[config.mk]
export PLATFORM = sky130hd
export DESIGN_NAME = rtcw_top
export DESIGN_NICKNAME = d
export VERILOG_FILES = /design/src/rtl/rtcw_bcd2.v /design/src/rtl/rtcw_top.v
export VERILOG_INCLUDE_DIRS = /design/src /design/src/common
export SDC_FILE = /design/constraint.sdc
export NUM_CORES = 1
export LEC_CHECK = 0
export ABC_AREA = 1
export BUFFER_PORTS_ARGS = -buffer_cell sky130_fd_sc_hd__buf_2
export CAP_MARGIN = 10
export CORE_MARGIN = 2
export CORE_UTILIZATION = 43
export DETAILED_ROUTE_END_ITERATION = 8
export GPL_TIMING_DRIVEN = 0
export MAX_ROUTING_LAYER = met4
export PLACE_DENSITY_LB_ADDON = 0.12
export SLEW_MARGIN = 25
export SYNTH_ARGS = -nofsm -noshare
export SYNTH_HDL_FRONTEND = slang
export SYNTH_SLANG_ARGS = --single-unit
[constraint.sdc]
create_clock -name clk_i -period 2.81 [get_ports clk_i]
set_input_delay 0.281 -clock clk_i [delete_from_list [all_inputs] [get_ports clk_i]]
set_output_delay 0.281 -clock clk_i [all_outputs]
set_load 0.005 [all_outputs]
[src/common/rtcw_defines.vh]
// register offsets, field positions, reset values and timing counts for the rtc block
`ifndef RTCW_DEFINES_VH
`define RTCW_DEFINES_VH
// ==========================================================
// host bridge registers (byte addresses)
`define RTCW_OFF_ID 8'h00
`define RTCW_OFF_CTRL 8'h04
`define RTCW_OFF_LDATA 8'h08
`define RTCW_OFF_UDATA 8'h0c
`define RTCW_OFF_IEN 8'h10
`define RTCW_OFF_IFLG 8'h14
// host_access_control fields
`define RTCW_CTL_BUSY 31
`define RTCW_CTL_SIZE 25
`define RTCW_CTL_DIR 24
`define RTCW_CTL_UPPER_BYTE_ENABLES 23:20
`define RTCW_CTL_LOWER_BYTE_ENABLES 19:16
`define RTCW_CTL_ADDR 7:0
// host irq bits
`define RTCW_HI_XFER 0
`define RTCW_HI_SUB 1
// ==========================================================
// subsystem register indices
`define RTCW_SR_CTRL 8'h10
`define RTCW_SR_WDT 8'h11
`define RTCW_SR_TMR0 8'h12
`define RTCW_SR_TMR1 8'h13
`define RTCW_SR_CCTRL 8'h14
`define RTCW_SR_SEC 8'h15
`define RTCW_SR_MIN 8'h16
`define RTCW_SR_HOUR 8'h17
`define RTCW_SR_DAY0 8'h18
`define RTCW_SR_DAY1 8'h19
`define RTCW_SR_AMIN 8'h1a
`define RTCW_SR_AHOUR 8'h1b
`define RTCW_SR_ADAY0 8'h1c
`define RTCW_SR_ADAY1 8'h1d
`define RTCW_SR_CLKC 8'h20
// rtc control bits
`define RTCW_RC_TRE 0
`define RTCW_RC_TMODE 1
`define RTCW_RC_TIMER_IRQ_ENABLE 2
`define RTCW_RC_TFLG 3
`define RTCW_RC_WRST 4
`define RTCW_RC_WIEN 5
`define RTCW_RC_WFLG 6
`define RTCW_RC_WPEND 7
// calendar control bits
`define RTCW_CC_CALENDAR_ENABLE 0
`define RTCW_CC_ALARM_IRQ_ENABLE 1
`define RTCW_CC_MINUTE_MATCH_ENABLE 2
`define RTCW_CC_HOUR_MATCH_ENABLE 3
`define RTCW_CC_DAY_MATCH_ENABLE 4
`define RTCW_CC_AFLG 5
`define RTCW_CC_CPEND 7
// ==========================================================
// reset values and limits
`define RTCW_WDOG_RST 8'hff
`define RTCW_CLKC_RST 8'hb0
`define RTCW_SEC_MAX 8'h59
`define RTCW_MIN_MAX 8'h59
`define RTCW_HOUR_MAX 8'h23
`define RTCW_DAY_MAX 15'h7fff
// ==========================================================
// timing
`define RTCW_CLK_HZ 125000000
`define RTCW_OSC_HZ 32768
`define RTCW_SEC_LOG2 4'd15
`endif

[src/rtl/rtcw_bcd2.v]
// two-digit bcd counter with load and rollover carry
`timescale 1ns/100ps
`default_nettype none
module rtcw_bcd2 #(
	parameter [7:0] MAX = 8'h59
) (
	input wire clk_i,
	input wire srst_i,
	input wire inc_i,
	input wire ld_i,
	input wire [7:0] ld_val_i,
	output reg [7:0] val_o,
	output wire wrap_o
);
	// carry into the next field when stepping past the top value
	assign wrap_o = inc_i & (val_o == MAX);

	// a host load wins over a tick in the same cycle
	always @(posedge clk_i) begin
		if (srst_i) begin
			val_o <= 8'h00;
		end else if (ld_i) begin
			val_o <= ld_val_i;
		end else if (inc_i) begin
			if (val_o == MAX) begin
				val_o <= 8'h00;
			end else if (val_o[3:0] == 4'h9) begin
				val_o <= {val_o[7:4] + 4'h1, 4'h0};
			end else begin
				val_o <= val_o + 8'h01;
			end
		end
	end
endmodule // rtcw_bcd2
`default_nettype wire

[src/rtl/rtcw_top.v]
// rtc calendar, watchdog and down-timer behind the host access bridge
`timescale 1ns/100ps
`default_nettype none
`include "rtcw_defines.vh"
// Function
// - seconds and minutes count 0-59, hours 0-23, bcd, rolling over upward.
// - day count is binary 0 to 7fff in low byte and high 7-bit register.
// - watchdog is a free-running 8-bit down-counter with a reload control bit.
// - watchdog loads ff at reset, 256 ticks of 16 hz, about sixteen seconds.
// - watchdog at zero raises its event and reloads the programmed period.
// - enabled timer stops after one countdown or restarts, per mode bit.
// - timer expiry goes out as an event toward the interrupt controller.
// - timer low byte first; high byte write moves full 16 bits into counter.
// - after value divided by timer clock, timer expired flag sets.
// - writing watchdog value loads it into the 8-bit watchdog counter.
// - watchdog restart bit reloads the count and clears itself.
// - after count plus one divided by watchdog clock, watchdog expired flag sets.
// - calendar update pending bit shows; host waits for zero after writes.
// - calendar advances only when enabled; alarm event only when enabled.
// - alarm holds bcd minutes, bcd hours and 15-bit binary days.
// - writing the match enables clears the pending alarm flag first.
// - match enables select day-hour-minute, daily, hourly or no alarm.
// - size bit 0 means 4 bytes, 1 means 8; direction 0 write, 1 read.
// - two 4-bit byte enables gate bytes of each data register, bit 0 lsb.
// - 8-bit target index; lower data carries bytes 0-3, upper bytes 4-7.
module rtcw_top #(
	parameter OSC_DIV = `RTCW_CLK_HZ / `RTCW_OSC_HZ,
	parameter [31:0] PERIPH_ID = 32'h0000_0a01 // arbitrary value
) (
	input wire clk_i,
	input wire srst_i,
	input wire [7:0] host_addr_i,
	input wire host_wr_i,
	input wire host_rd_i,
	input wire [31:0] host_wdata_i,
	output reg [31:0] host_rdata_o,
	output reg host_irq_o,
	output reg tmr_event_o,
	output reg wdog_event_o,
	output reg alarm_event_o
);
	// cut to the prescaler width on purpose; the default divisor fits in 12 bits
	localparam integer PRE_M1 = OSC_DIV - 1;
	localparam [11:0] PRE_LAST = PRE_M1[11:0];
	localparam [1:0] BR_IDLE = 2'b01;
	localparam [1:0] BR_XFER = 2'b10;

	// ==========================================================
	// low-frequency time base
	// true when the low n bits of the oscillator count are all ones
	function div_hit;
		input [14:0] cnt;
		input [3:0] n;
		reg [15:0] m;
		begin
			m = (16'h0001 << n) - 16'h0001;
			div_hit = (({1'b0, cnt} & m) == m);
		end
	endfunction

	reg [11:0] pre_q;
	reg [14:0] lf_q;
	reg [7:0] clkc_q;
	wire osc_tick = (pre_q == PRE_LAST);
	wire sec_tick = osc_tick & div_hit(lf_q, `RTCW_SEC_LOG2);
	wire tmr_tick = osc_tick & div_hit(lf_q, clkc_q[3:0]);
	wire wdg_tick = osc_tick & div_hit(lf_q, clkc_q[7:4]);

	// prescaler stands in for the 32.768 khz oscillator
	always @(posedge clk_i) begin
		if (srst_i) begin
			pre_q <= 12'h000;
			lf_q <= 15'h0000;
		end else if (osc_tick) begin
			pre_q <= 12'h000;
			lf_q <= lf_q + 15'h0001;
		end else begin
			pre_q <= pre_q + 12'h001;
		end
	end

	// ==========================================================
	// host bridge state
	reg [1:0] br_q;
	reg size_q, dir_q;
	reg [3:0] upper_byte_enables_q, lower_byte_enables_q;
	reg [7:0] tgt_q;
	reg [2:0] idx_q;
	reg [63:0] xd_q;
	reg [1:0] ien_q, iflg_q;
	reg [7:0] sub_rd;
	wire busy = br_q[1];
	wire [7:0] ben = {upper_byte_enables_q, lower_byte_enables_q};
	wire lane_en = busy & ben[idx_q];
	wire [7:0] sub_addr = tgt_q + {5'h00, idx_q};
	wire sub_we = lane_en & ~dir_q;
	wire [7:0] sub_wd = xd_q[{idx_q, 3'b000} +: 8];
	wire xfer_last = busy & (idx_q == (size_q ? 3'd7 : 3'd3));
	wire ctl_wr = host_wr_i & (host_addr_i == `RTCW_OFF_CTRL) & ~busy;
	wire dat_wr = host_wr_i & ~busy;

	// one subsystem byte per cycle; skipped lanes still take their slot
	always @(posedge clk_i) begin
		if (srst_i) begin
			br_q <= BR_IDLE;
			size_q <= 1'b0;
			dir_q <= 1'b0;
			upper_byte_enables_q <= 4'h0;
			lower_byte_enables_q <= 4'h0;
			tgt_q <= 8'h00;
			idx_q <= 3'd0;
			xd_q <= 64'h0;
		end else begin
			case (br_q)
				BR_IDLE: begin
					if (ctl_wr) begin
						size_q <= host_wdata_i[`RTCW_CTL_SIZE];
						dir_q <= host_wdata_i[`RTCW_CTL_DIR];
						upper_byte_enables_q <= host_wdata_i[`RTCW_CTL_UPPER_BYTE_ENABLES];
						lower_byte_enables_q <= host_wdata_i[`RTCW_CTL_LOWER_BYTE_ENABLES];
						tgt_q <= host_wdata_i[`RTCW_CTL_ADDR];
						idx_q <= 3'd0;
						br_q <= BR_XFER;
					end
					if (dat_wr && host_addr_i == `RTCW_OFF_LDATA) begin
						xd_q[31:0] <= host_wdata_i;
					end
					if (dat_wr && host_addr_i == `RTCW_OFF_UDATA) begin
						xd_q[63:32] <= host_wdata_i;
					end
				end
				BR_XFER: begin
					if (lane_en && dir_q) begin
						xd_q[{idx_q, 3'b000} +: 8] <= sub_rd;
					end
					idx_q <= idx_q + 3'd1;
					if (xfer_last) begin
						br_q <= BR_IDLE;
					end
				end
				default: begin
					br_q <= BR_IDLE;
				end
			endcase
		end
	end

	// ==========================================================
	// subsystem registers
	reg tre_q, tmode_q, timer_irq_enable_q, tflg_q;
	reg wrst_q, wien_q, wflg_q;
	reg [7:0] tmr_lo_q;
	reg [15:0] tmr_rl_q, tmr_cnt_q;
	reg tmr_ld_q, tmr_stop_q;
	reg [7:0] wdg_rl_q, wdg_cnt_q;
	reg wdg_ld_q;
	reg calendar_enable_q, alarm_irq_enable_q, minute_match_enable_q, hour_match_enable_q, day_match_enable_q, aflg_q, cpend_q;
	reg [14:0] day_q, aday_q;
	reg [7:0] amin_q, ahour_q;
	reg chk_q;
	wire [7:0] sec_v, min_v, hour_v;
	wire sec_wrap, min_wrap, hour_wrap;
	wire wpend = tmr_ld_q | wdg_ld_q | wrst_q;

	function wr_at;
		input [7:0] a;
		begin
			wr_at = sub_we & (sub_addr == a);
		end
	endfunction

	wire ctrl_we = wr_at(`RTCW_SR_CTRL);
	wire cctrl_we = wr_at(`RTCW_SR_CCTRL);

	// bcd time-of-day chain, stepped only while the calendar runs
	rtcw_bcd2 #(.MAX(`RTCW_SEC_MAX)) u_sec (
		.clk_i(clk_i),
		.srst_i(srst_i),
		.inc_i(sec_tick & calendar_enable_q),
		.ld_i(wr_at(`RTCW_SR_SEC)),
		.ld_val_i(sub_wd),
		.val_o(sec_v),
		.wrap_o(sec_wrap)
	);
	rtcw_bcd2 #(.MAX(`RTCW_MIN_MAX)) u_min (
		.clk_i(clk_i),
		.srst_i(srst_i),
		.inc_i(sec_wrap),
		.ld_i(wr_at(`RTCW_SR_MIN)),
		.ld_val_i(sub_wd),
		.val_o(min_v),
		.wrap_o(min_wrap)
	);
	rtcw_bcd2 #(.MAX(`RTCW_HOUR_MAX)) u_hour (
		.clk_i(clk_i),
		.srst_i(srst_i),
		.inc_i(min_wrap),
		.ld_i(wr_at(`RTCW_SR_HOUR)),
		.ld_val_i(sub_wd),
		.val_o(hour_v),
		.wrap_o(hour_wrap)
	);

	// expiries; a pending reload takes the tick instead of the count
	wire tmr_go = tmr_tick & tre_q & ~tmr_stop_q & ~tmr_ld_q;
	wire tmr_exp = tmr_go & (tmr_cnt_q == 16'h0001);
	wire wdg_rel = osc_tick & (wdg_ld_q | wrst_q);
	wire wdg_exp = wdg_tick & ~wdg_rel & (wdg_cnt_q == 8'h00);
	// alarm checked once per minute boundary, after the new minute settles
	wire alarm_hit = chk_q & minute_match_enable_q & (min_v == amin_q) &
		(~hour_match_enable_q | (hour_v == ahour_q)) & (~day_match_enable_q | (day_q == aday_q));

	// subsystem read mux
	always @* begin
		case (sub_addr)
			`RTCW_SR_CTRL: sub_rd = {wpend, wflg_q, wien_q, wrst_q,
				tflg_q, timer_irq_enable_q, tmode_q, tre_q};
			`RTCW_SR_WDT: sub_rd = wdg_cnt_q;
			`RTCW_SR_TMR0: sub_rd = tmr_cnt_q[7:0];
			`RTCW_SR_TMR1: sub_rd = tmr_cnt_q[15:8];
			`RTCW_SR_CCTRL: sub_rd = {cpend_q, 1'b0, aflg_q, day_match_enable_q,
				hour_match_enable_q, minute_match_enable_q, alarm_irq_enable_q, calendar_enable_q};
			`RTCW_SR_SEC: sub_rd = sec_v;
			`RTCW_SR_MIN: sub_rd = min_v;
			`RTCW_SR_HOUR: sub_rd = hour_v;
			`RTCW_SR_DAY0: sub_rd = day_q[7:0];
			`RTCW_SR_DAY1: sub_rd = {1'b0, day_q[14:8]};
			`RTCW_SR_AMIN: sub_rd = amin_q;
			`RTCW_SR_AHOUR: sub_rd = ahour_q;
			`RTCW_SR_ADAY0: sub_rd = aday_q[7:0];
			`RTCW_SR_ADAY1: sub_rd = {1'b0, aday_q[14:8]};
			`RTCW_SR_CLKC: sub_rd = clkc_q;
			default: sub_rd = 8'h00;
		endcase
	end

	// down-timer: loads land on the next oscillator tick, like a slow domain
	always @(posedge clk_i) begin
		if (srst_i) begin
			tre_q <= 1'b0;
			tmode_q <= 1'b0;
			timer_irq_enable_q <= 1'b0;
			tflg_q <= 1'b0;
			tmr_lo_q <= 8'h00;
			tmr_rl_q <= 16'h0000;
			tmr_cnt_q <= 16'h0000;
			tmr_ld_q <= 1'b0;
			tmr_stop_q <= 1'b0;
			clkc_q <= `RTCW_CLKC_RST;
		end else begin
			if (ctrl_we) begin
				tre_q <= sub_wd[`RTCW_RC_TRE];
				tmode_q <= sub_wd[`RTCW_RC_TMODE];
				timer_irq_enable_q <= sub_wd[`RTCW_RC_TIMER_IRQ_ENABLE];
			end
			if (wr_at(`RTCW_SR_CLKC)) begin
				clkc_q <= sub_wd;
			end
			// expiry sets even when the clear arrives in the same cycle
			tflg_q <= tmr_exp | (tflg_q & ~(ctrl_we & sub_wd[`RTCW_RC_TFLG]));
			if (wr_at(`RTCW_SR_TMR0)) begin
				tmr_lo_q <= sub_wd;
			end
			if (wr_at(`RTCW_SR_TMR1)) begin
				tmr_rl_q <= {sub_wd, tmr_lo_q};
				tmr_ld_q <= 1'b1;
			end else if (osc_tick && tmr_ld_q) begin
				tmr_cnt_q <= tmr_rl_q;
				tmr_stop_q <= 1'b0;
				tmr_ld_q <= 1'b0;
			end else if (tmr_go && tmr_cnt_q != 16'h0000) begin
				if (tmr_cnt_q != 16'h0001) begin
					tmr_cnt_q <= tmr_cnt_q - 16'h0001;
				end else if (tmode_q) begin
					tmr_cnt_q <= tmr_rl_q;
				end else begin
					tmr_cnt_q <= 16'h0000;
					tmr_stop_q <= 1'b1;
				end
			end
		end
	end

	// watchdog: always counting, no enable can hold it
	always @(posedge clk_i) begin
		if (srst_i) begin
			wrst_q <= 1'b0;
			wien_q <= 1'b0;
			wflg_q <= 1'b0;
			wdg_rl_q <= `RTCW_WDOG_RST;
			wdg_cnt_q <= `RTCW_WDOG_RST;
			wdg_ld_q <= 1'b0;
		end else begin
			if (ctrl_we) begin
				wien_q <= sub_wd[`RTCW_RC_WIEN];
			end
			wflg_q <= wdg_exp | (wflg_q & ~(ctrl_we & sub_wd[`RTCW_RC_WFLG]));
			if (wr_at(`RTCW_SR_WDT)) begin
				wdg_rl_q <= sub_wd;
				wdg_ld_q <= 1'b1;
			end else if (wdg_rel) begin
				wdg_ld_q <= 1'b0;
			end
			if (ctrl_we && sub_wd[`RTCW_RC_WRST]) begin
				wrst_q <= 1'b1;
			end else if (wdg_rel) begin
				wrst_q <= 1'b0;
			end
			if (wdg_rel) begin
				wdg_cnt_q <= wdg_rl_q;
			end else if (wdg_exp) begin
				wdg_cnt_q <= wdg_rl_q;
			end else if (wdg_tick) begin
				wdg_cnt_q <= wdg_cnt_q - 8'h01;
			end
		end
	end

	// calendar day count, alarm registers and control
	always @(posedge clk_i) begin
		if (srst_i) begin
			calendar_enable_q <= 1'b0;
			alarm_irq_enable_q <= 1'b0;
			minute_match_enable_q <= 1'b0;
			hour_match_enable_q <= 1'b0;
			day_match_enable_q <= 1'b0;
			aflg_q <= 1'b0;
			cpend_q <= 1'b0;
			day_q <= 15'h0000;
			aday_q <= 15'h0000;
			amin_q <= 8'h00;
			ahour_q <= 8'h00;
			chk_q <= 1'b0;
		end else begin
			chk_q <= sec_wrap;
			if (cctrl_we) begin
				calendar_enable_q <= sub_wd[`RTCW_CC_CALENDAR_ENABLE];
				alarm_irq_enable_q <= sub_wd[`RTCW_CC_ALARM_IRQ_ENABLE];
				minute_match_enable_q <= sub_wd[`RTCW_CC_MINUTE_MATCH_ENABLE];
				hour_match_enable_q <= sub_wd[`RTCW_CC_HOUR_MATCH_ENABLE];
				day_match_enable_q <= sub_wd[`RTCW_CC_DAY_MATCH_ENABLE];
			end
			// any control write drops the old alarm; a fresh hit still wins
			aflg_q <= alarm_hit | (aflg_q & ~cctrl_we);
			// pending until the slow side has seen a tick after the write
			if (sub_we && sub_addr >= `RTCW_SR_CCTRL && sub_addr <= `RTCW_SR_ADAY1) begin
				cpend_q <= 1'b1;
			end else if (osc_tick) begin
				cpend_q <= 1'b0;
			end
			if (wr_at(`RTCW_SR_DAY0)) begin
				day_q[7:0] <= sub_wd;
			end else if (wr_at(`RTCW_SR_DAY1)) begin
				day_q[14:8] <= sub_wd[6:0];
			end else if (hour_wrap) begin
				day_q <= (day_q == `RTCW_DAY_MAX) ? 15'h0000 : day_q + 15'h0001;
			end
			if (wr_at(`RTCW_SR_AMIN)) begin
				amin_q <= sub_wd;
			end
			if (wr_at(`RTCW_SR_AHOUR)) begin
				ahour_q <= sub_wd;
			end
			if (wr_at(`RTCW_SR_ADAY0)) begin
				aday_q[7:0] <= sub_wd;
			end
			if (wr_at(`RTCW_SR_ADAY1)) begin
				aday_q[14:8] <= sub_wd[6:0];
			end
		end
	end

	// ==========================================================
	// events, host flags and read port
	wire any_evt = (tmr_exp & timer_irq_enable_q) | (wdg_exp & wien_q) | (alarm_hit & alarm_irq_enable_q);
	wire ifl_wr = host_wr_i & (host_addr_i == `RTCW_OFF_IFLG);

	always @(posedge clk_i) begin
		if (srst_i) begin
			tmr_event_o <= 1'b0;
			wdog_event_o <= 1'b0;
			alarm_event_o <= 1'b0;
			ien_q <= 2'b00;
			iflg_q <= 2'b00;
			host_irq_o <= 1'b0;
			host_rdata_o <= 32'h0;
		end else begin
			tmr_event_o <= tmr_exp & timer_irq_enable_q;
			wdog_event_o <= wdg_exp & wien_q;
			alarm_event_o <= alarm_hit & alarm_irq_enable_q;
			if (host_wr_i && host_addr_i == `RTCW_OFF_IEN) begin
				ien_q <= host_wdata_i[1:0];
			end
			// set wins over a write-one clear in the same cycle
			iflg_q[`RTCW_HI_XFER] <= xfer_last |
				(iflg_q[`RTCW_HI_XFER] & ~(ifl_wr & host_wdata_i[`RTCW_HI_XFER]));
			iflg_q[`RTCW_HI_SUB] <= any_evt |
				(iflg_q[`RTCW_HI_SUB] & ~(ifl_wr & host_wdata_i[`RTCW_HI_SUB]));
			host_irq_o <= |(iflg_q & ien_q);
			if (!host_rd_i) begin
				host_rdata_o <= 32'h0;
			end else begin
				case (host_addr_i)
					`RTCW_OFF_ID: host_rdata_o <= PERIPH_ID;
					`RTCW_OFF_CTRL: host_rdata_o <= {busy, 5'h00, size_q, dir_q,
						upper_byte_enables_q, lower_byte_enables_q, 8'h00, tgt_q};
					`RTCW_OFF_LDATA: host_rdata_o <= xd_q[31:0];
					`RTCW_OFF_UDATA: host_rdata_o <= xd_q[63:32];
					`RTCW_OFF_IEN: host_rdata_o <= {30'h0, ien_q};
					`RTCW_OFF_IFLG: host_rdata_o <= {30'h0, iflg_q};
					default: host_rdata_o <= 32'h0;
				endcase
			end
		end
	end
endmodule // rtcw_top
`default_nettype wire

# Yosys cells after proc, flatten, opt, wreduce, memory -nomap -nowiden
# Cells that the tools add are included.
[totals]
out_inout_bits = 36
wordCells = 290
ff_bits = 306
input_bits = 44
[op_classes]
eq_ne = 47
shift = 5
n_lt_le_gt_ge = 3
n_reduce_logical = 36
n_bitwise = 82
add_sub_neg = 16
muxes = 50
[ops]
columns = ["cell", "n"]
rows = [
  ["32-bit case mux with 6 select lines", 1],
  ["8-bit 2-to-1 mux", 17],
  ["8-bit by 5-bit equality test with 1-bit output (second input constant)", 16],
  ["64-bit case mux with 2 select lines", 1],
  ["8-bit case mux with 15 select lines", 1],
  ["64-bit bitwise mux", 1],
  ["16-bit 2-to-1 mux", 4],
  ["32-bit 2-to-1 mux", 2],
  ["64-bit 2-to-1 mux", 1],
  ["8-bit by 8-bit variable shift with 64-bit output (first input constant)", 1],
  ["64-bit by 7-bit indexed part select with 8-bit output", 1],
  ["8-bit by 8-bit indexed part select with 64-bit output", 1],
  ["1-bit AND", 52],
  ["16-bit by 1-bit subtractor with 16-bit output (second input constant)", 3],
  ["15-bit by 16-bit AND with 16-bit output", 2],
  ["16-bit equality test", 2],
  ["1-bit by 4-bit << shifter with 16-bit output (first input constant)", 2],
  ["15-bit by 1-bit adder with 15-bit output (second input constant)", 2],
  ["15-bit equality test (second input constant)", 2],
  ["15-bit 2-to-1 mux", 2],
  ["8-bit by 1-bit adder with 8-bit output (second input constant)", 3],
  ["2-bit nonzero test", 11],
  ["16-bit by 1-bit equality test with 1-bit output (second input constant)", 1],
  ["8-bit by 4-bit equality test with 1-bit output (second input constant)", 2],
  ["40 further kinds", 108],
]

# Longest topological paths before layout
[logic_depth]
word_depth = 13
depth_mapped = 19
depth_no_buf = 18

# Cells and area by module
# From an unflattened synthesis, not the netlist that was laid out.
[unflattened]
cells_unflattened = 2779
hier_area_um2 = 17919.7
[modules_own_cells]
columns = ["module", "cells_per_inst", "area_each_um2", "n_inst", "seq_area_each_um2"]
rows = [
  ["rtcw_top", 2510, 16092.9, 1, 5645.4],
  ["rtcw_bcd2 (u_min ...)", 91, 609.3, 2, 160.2],
  ["rtcw_bcd2 (u_hour)", 87, 608.1, 1, 160.2],
]

# Worst setup path before layout
# No wires, ideal clock.
[synth_timing]
path_type = "reg-to-reg"
startpoint = "reg idx_q[0]"
endpoint = "reg xd_q[6]"
path_buffers = 5
required_time_ps = 2740
t_arrival_ps = 2694
period_less_slack_ps = 2764
slack_ps = 46
stages_incl_launch_ff = 15
setup_time_ps = 70
cell_sequence = "dfxtp_1 -> inv_2 -> buf_2 -> buf_2 -> buf_2 -> ha_1 -> ha_1 -> clkbuf_1 -> or4_1 -> nand2_1 -> nand2_1 -> clkbuf_1 -> nand2_1 -> nand2_1 -> a21oi_1"
[synth_via]
elab_chain_cells = 7
word_cells_on_any_way = 29
classes_between = "add/sub (2); eq/ne (16); shift (2); mux (6); bitwise (1); reduce/logical (2)"
[synth_rtl]
columns = ["element", "line_no", "source"]
rows = [
  ["start, declared", "rtcw_top.v:88", "reg [2:0] idx_q;"],
  ["start signal, assigned", "rtcw_top.v:136", "idx_q <= idx_q + 3'd1;"],
  ["8-bit by 3-bit adder with 8-bit output", "rtcw_top.v:95", "wire [7:0] sub_addr = tgt_q + {5'h00, idx_q};"],
  ["8-bit by 6-bit equality test with 1-bit output or 8-bit by 5-bit equality test with 1-bit output (tied branches)", "rtcw_top.v:215", "case (sub_addr)"],
  ["8-bit case mux with 15 select lines", "rtcw_top.v:215", ""],
  ["8-bit by 8-bit indexed part select with 64-bit output", "rtcw_top.v:134", "xd_q[{idx_q, 3'b000} +: 8] <= sub_rd;"],
  ["64-bit bitwise mux", "rtcw_top.v:134", ""],
  ["64-bit 2-to-1 mux", "rtcw_top.v:133", "if (lane_en && dir_q) begin"],
  ["64-bit case mux with 2 select lines", "rtcw_top.v:114", "case (br_q)"],
  ["end signal, assigned", "rtcw_top.v:126", "xd_q[31:0] <= host_wdata_i;"],
  ["end signal, assigned by index", "rtcw_top.v:134", ""],
  ["end, declared", "rtcw_top.v:89", "reg [63:0] xd_q;"],
]
# Parallel ways exist; a longest one is shown, timed or not. The select of a mux whose other input is x is not followed.
# A chain may end at the register's enable or synchronous reset.

# Worst setup path after layout
[layout_timing]
startpoint = "reg idx_q[0]"
endpoint = "reg xd_q[50]"
# Same word-level chain as after synthesis.

==> impl_metrics.json <==
{
  "outcome": "complete, but fails checks",
  "violations": "negative setup slack",
  "vdd_drop_max_v": 0.0004424,
  "grt_overflow": 0,
  "grt_usage": 0.3461,
  "syn_area_mm2": 0.01776,
  "finalHoldViolCount": 0,
  "synth_edf_count": 0,
  "via_count": 20030,
  "clk_path_buf_depth": 3,
  "coreArea_mm2": 0.04083,
  "die_w_um": 207.3,
  "grt_pass1_vias": 18430,
  "fmax_ghz": 0.3520,
  "synth_warnings": 0,
  "synth_mux_area_frac": 0,
  "syn_to_final_growth_pct": 22.95,
  "worstHoldStart": "host_wdata_i[20]",
  "drive_above_1_share": 0.1656,
  "period_minus_slack_ns": 2.841,
  "yosys.area_share.adder": 0.02226,
  "place_ws_ns": -0.6174,
  "io_buffers": 79,
  "drtIter0Drc": 2317,
  "final_common_cell": "nand2_1",
  "cts_made_buffers": 38,
  "layout_common_cells": "nand2_1, inv_1, nor2_1, dfxtp_1, a21oi_1",
  "setup_viol": 7,
  "internal_power_mw": 7.518,
  "critPathMaxFanout": 8,
  "p_sw_frac": 0.2296,
  "seqPwrFrac": 0.447,
  "synth-seq-cells": 306,
  "required_ns": 3.28,
  "globalplace.congestion": 1.019,
  "antenna_found_initial": 1,
  "slew_violations": 0,
  "synth_top_area_share": 0.3449,
  "maxCapViolations": 0,
  "dp.cells": 3415,
  "worstSkewPairLatency_ns": 0.57,
  "die-area_mm2": 0.04295,
  "initial_core_util": 0.4350,
  "fin_ws_ns": -0.03053,
  "syn_nets": 2875,
  "clockPowerShare": 0.524,
  "yosysSeqAreaShare": 0.3449,
  "rsz0062_at_grt": "true",
  "num_antenna_cells": 0,
  "synth-compound-area-share": 0.1920,
  "fill_cells": 4155,
  "hpwl_mm": 56.14,
  "via_per_inst": 5.698,
  "maxSlewHeadroom": 0.3045,
  "whs_endpoint": "upper_byte_enables_q[0]",
  "hold_class": "input pin to register",
  "yosys.area_share.xor_xnor": 0.03008,
  "synth_top_family_by_area": "simple AND/OR/NAND/NOR gates",
  "cts_tree": "yes",
  "drc": 0,
  "routed_wl_mm": 75.14,
  "final.period_utilization": 1.011,
  "p_comb_frac": 0.030,
  "syn_area_per_cell_um2": 6.344,
  "fin_skew_ns": 0.02751,
  "io_pins": 80,
  "async_reset_ff_frac": 0,
  "htree_levels": 2,
  "clk_transition_reported_paths_ns": 0.06,
  "leakagePower_nw": 9.351,
  "die_y_um": 207.3,
  "synthSimpleGateAreaFrac": 0.3070,
  "r2r-start": "idx_q[0]",
  "rr_worst_depth": 17,
  "net-switching-power_mw": 2.240,
  "stdcell_count": 3515,
  "antenna_left": 0,
  "reg2reg_slack_ns": -0.03,
  "synthesis.instances": 2800,
  "grt_max_degree": 17,
  "synth_top_cell_by_area": "dfxtp_1",
  "synth.area.top_cells": "dfxtp_1, nand2_1, a21oi_1",
  "synthDistinctLibCells": 44,
  "clock-sinks": 306,
  "rows": 74,
  "cp-start-kind": "register",
  "dr.pass1.iters": 6,
  "synth_ff_type": "dfxtp_1",
  "end_kind": "register",
  "grt_first_pass_wirelength_mm": 110.8,
  "nets": 3032,
  "crit_type": "register to register",
  "hold_depth": 3,
  "r2r_end": "xd_q[50]",
  "arrival_ns": 3.31,
  "power.density_mw_per_mm2": 446.8,
  "worst_pin_slew_ns": 1.043,
  "clockRootBuffer": "clkbuf_16",
  "whs_ns": 0.04162,
  "routedWlPerCell_um": 21.38
}
critical path: stages (launching register included):
cell and delay (ns):
dfxtp_4 0.38, ha_4 0.17, fa_2 0.39, nand2_2 0.09, nand2_2 0.07, nand2_1 0.07
nand2_1 0.06, nand2_2 0.09, nand3_4 0.10, nor2_4 0.21, buf_8 0.20, buf_6 0.13
nand3_1 0.09, nand2_2 0.13, nor2_2 0.07, nand2_4 0.21, o21ai_2 0.09, a21oi_1 0.19
routing by layer:
layer | up-vias | share of wire | global-route usage | wire length [µm]
li1 | 9522 | - | - | -
met3 | 198 | 0.084 | 0.05023 | 6280
met1 | 9384 | 0.43 | 0.4566 | 32220
met4 | 0 | 0.055 | 0.1707 | 4135
met2 | 925 | 0.43 | 0.5190 | 32500
met5 | - | 0 | - | 0
registers in the layout, summed over array words and instances (netlist names), 3 cells and up:
register,count
day_q,15
upper_byte_enables_q,4
amin_q,8
pre_q,12
wdg_rl_q,8
u_sec.val_o,8
aday_q,15
clkc_q,8
idx_q,3
xd_q,64
ahour_q,8
lower_byte_enables_q,4
tmr_rl_q,16
host_rdata_o,32
tmr_cnt_q,16
lf_q,15
u_min.val_o,8
wdg_cnt_q,8
tgt_q,8
u_hour.val_o,8
tmr_lo_q,8
worst max path at each step:
stage,from,to,slack (ns),depth (start not counted)
after floorplan,idx_q[0],xd_q[6],0.05,14
after global placement,idx_q[0],day_q[14],-1.93,11
after detailed placement,idx_q[0],day_q[5],-0.62,10
after CTS,lf_q[10],day_q[7],-0.04,10
after global routing,idx_q[0],xd_q[50],-0.11,17
final,idx_q[0],xd_q[50],-0.03,17
synthesized netlist by cell type (all sizes together), types with 5 or more instances:
| library cell | instances |
|---|---|
| dfxtp | 306 |
| nand4 | 33 |
| or2 | 6 |
| a211oi | 27 |
| nor3 | 45 |
| nand3b | 6 |
| xor2 | 40 |
| o21ai | 282 |
| clkinv | 5 |
| xnor2 | 21 |
| clkbuf | 76 |
| o21bai | 5 |
| a21oi | 275 |
| nor4 | 13 |
| o22ai | 33 |
| ha | 30 |
| nand3 | 248 |
| nor2 | 369 |
| buf | 41 |
| inv | 354 |
| nand2 | 557 |
cell families after synthesis:
logic type,Yosys count
compound gates,643
xor+xnor,61
fa+ha+maj,31
buf+inv,476
flops,306
simple gates,1283
repair_timing:
item | in CTS | in global routing
hold buffers | 0 | 0
pin swaps | 15 | 80
setup endpoints to repair | 213 | 211
resized for setup | 131 | 277
setup buffers | 10 | 24
cloned | 4 | 1
cell type report:
cell class / instances / area, µm² / share of cell area
Inverter: 359 / 1358 / 0.06216
Sequential cell: 306 / 6142 / 0.2812
Buffer: 112 / 690.7 / 0.03162
Clock inverter: 9 / 126.4 / 0.005786
Clock buffer: 57 / 1154 / 0.05282
Tap cell: 532 / 665.6 / 0.03048
Multi-Input combinational cell: 2019 / 10910 / 0.4996
Timing Repair Buffer: 121 / 793.3 / 0.03632
per-stage QoR:
stage / total power, mW / util / TNS, ns / area, µm²
finish: 9.758 / 0.5349 / -0.09148 / 21840
global route: 9.977 / 0.5349 / -5.098 / 21840
CTS: 9.814 / 0.5077 / -0.4217 / 20730
detailed placement: 4.729 / 0.4626 / -66.95 / 18890
global placement: 4.724 / 0.4610 / -100.10 / 18820
floorplan: 4.581 / - / 0 / 17760
power groups by stage:
| stage | Combinational [mW] | Clock [mW] | Sequential (mW) |
|---|---|---|---|
| 2_1_floorplan | 0.129 | 0 | 4.45 |
| 3_3_place_gp | 0.271 | 0 | 4.45 |
| 3_5_place_dp | 0.275 | 0 | 4.45 |
| 4_1_cts | 0.278 | 5.18 | 4.36 |
| 5_1_grt | 0.306 | 5.32 | 4.36 |
| 6_report | 0.292 | 5.11 | 4.36 |
Power figures use the tool's default switching activity.
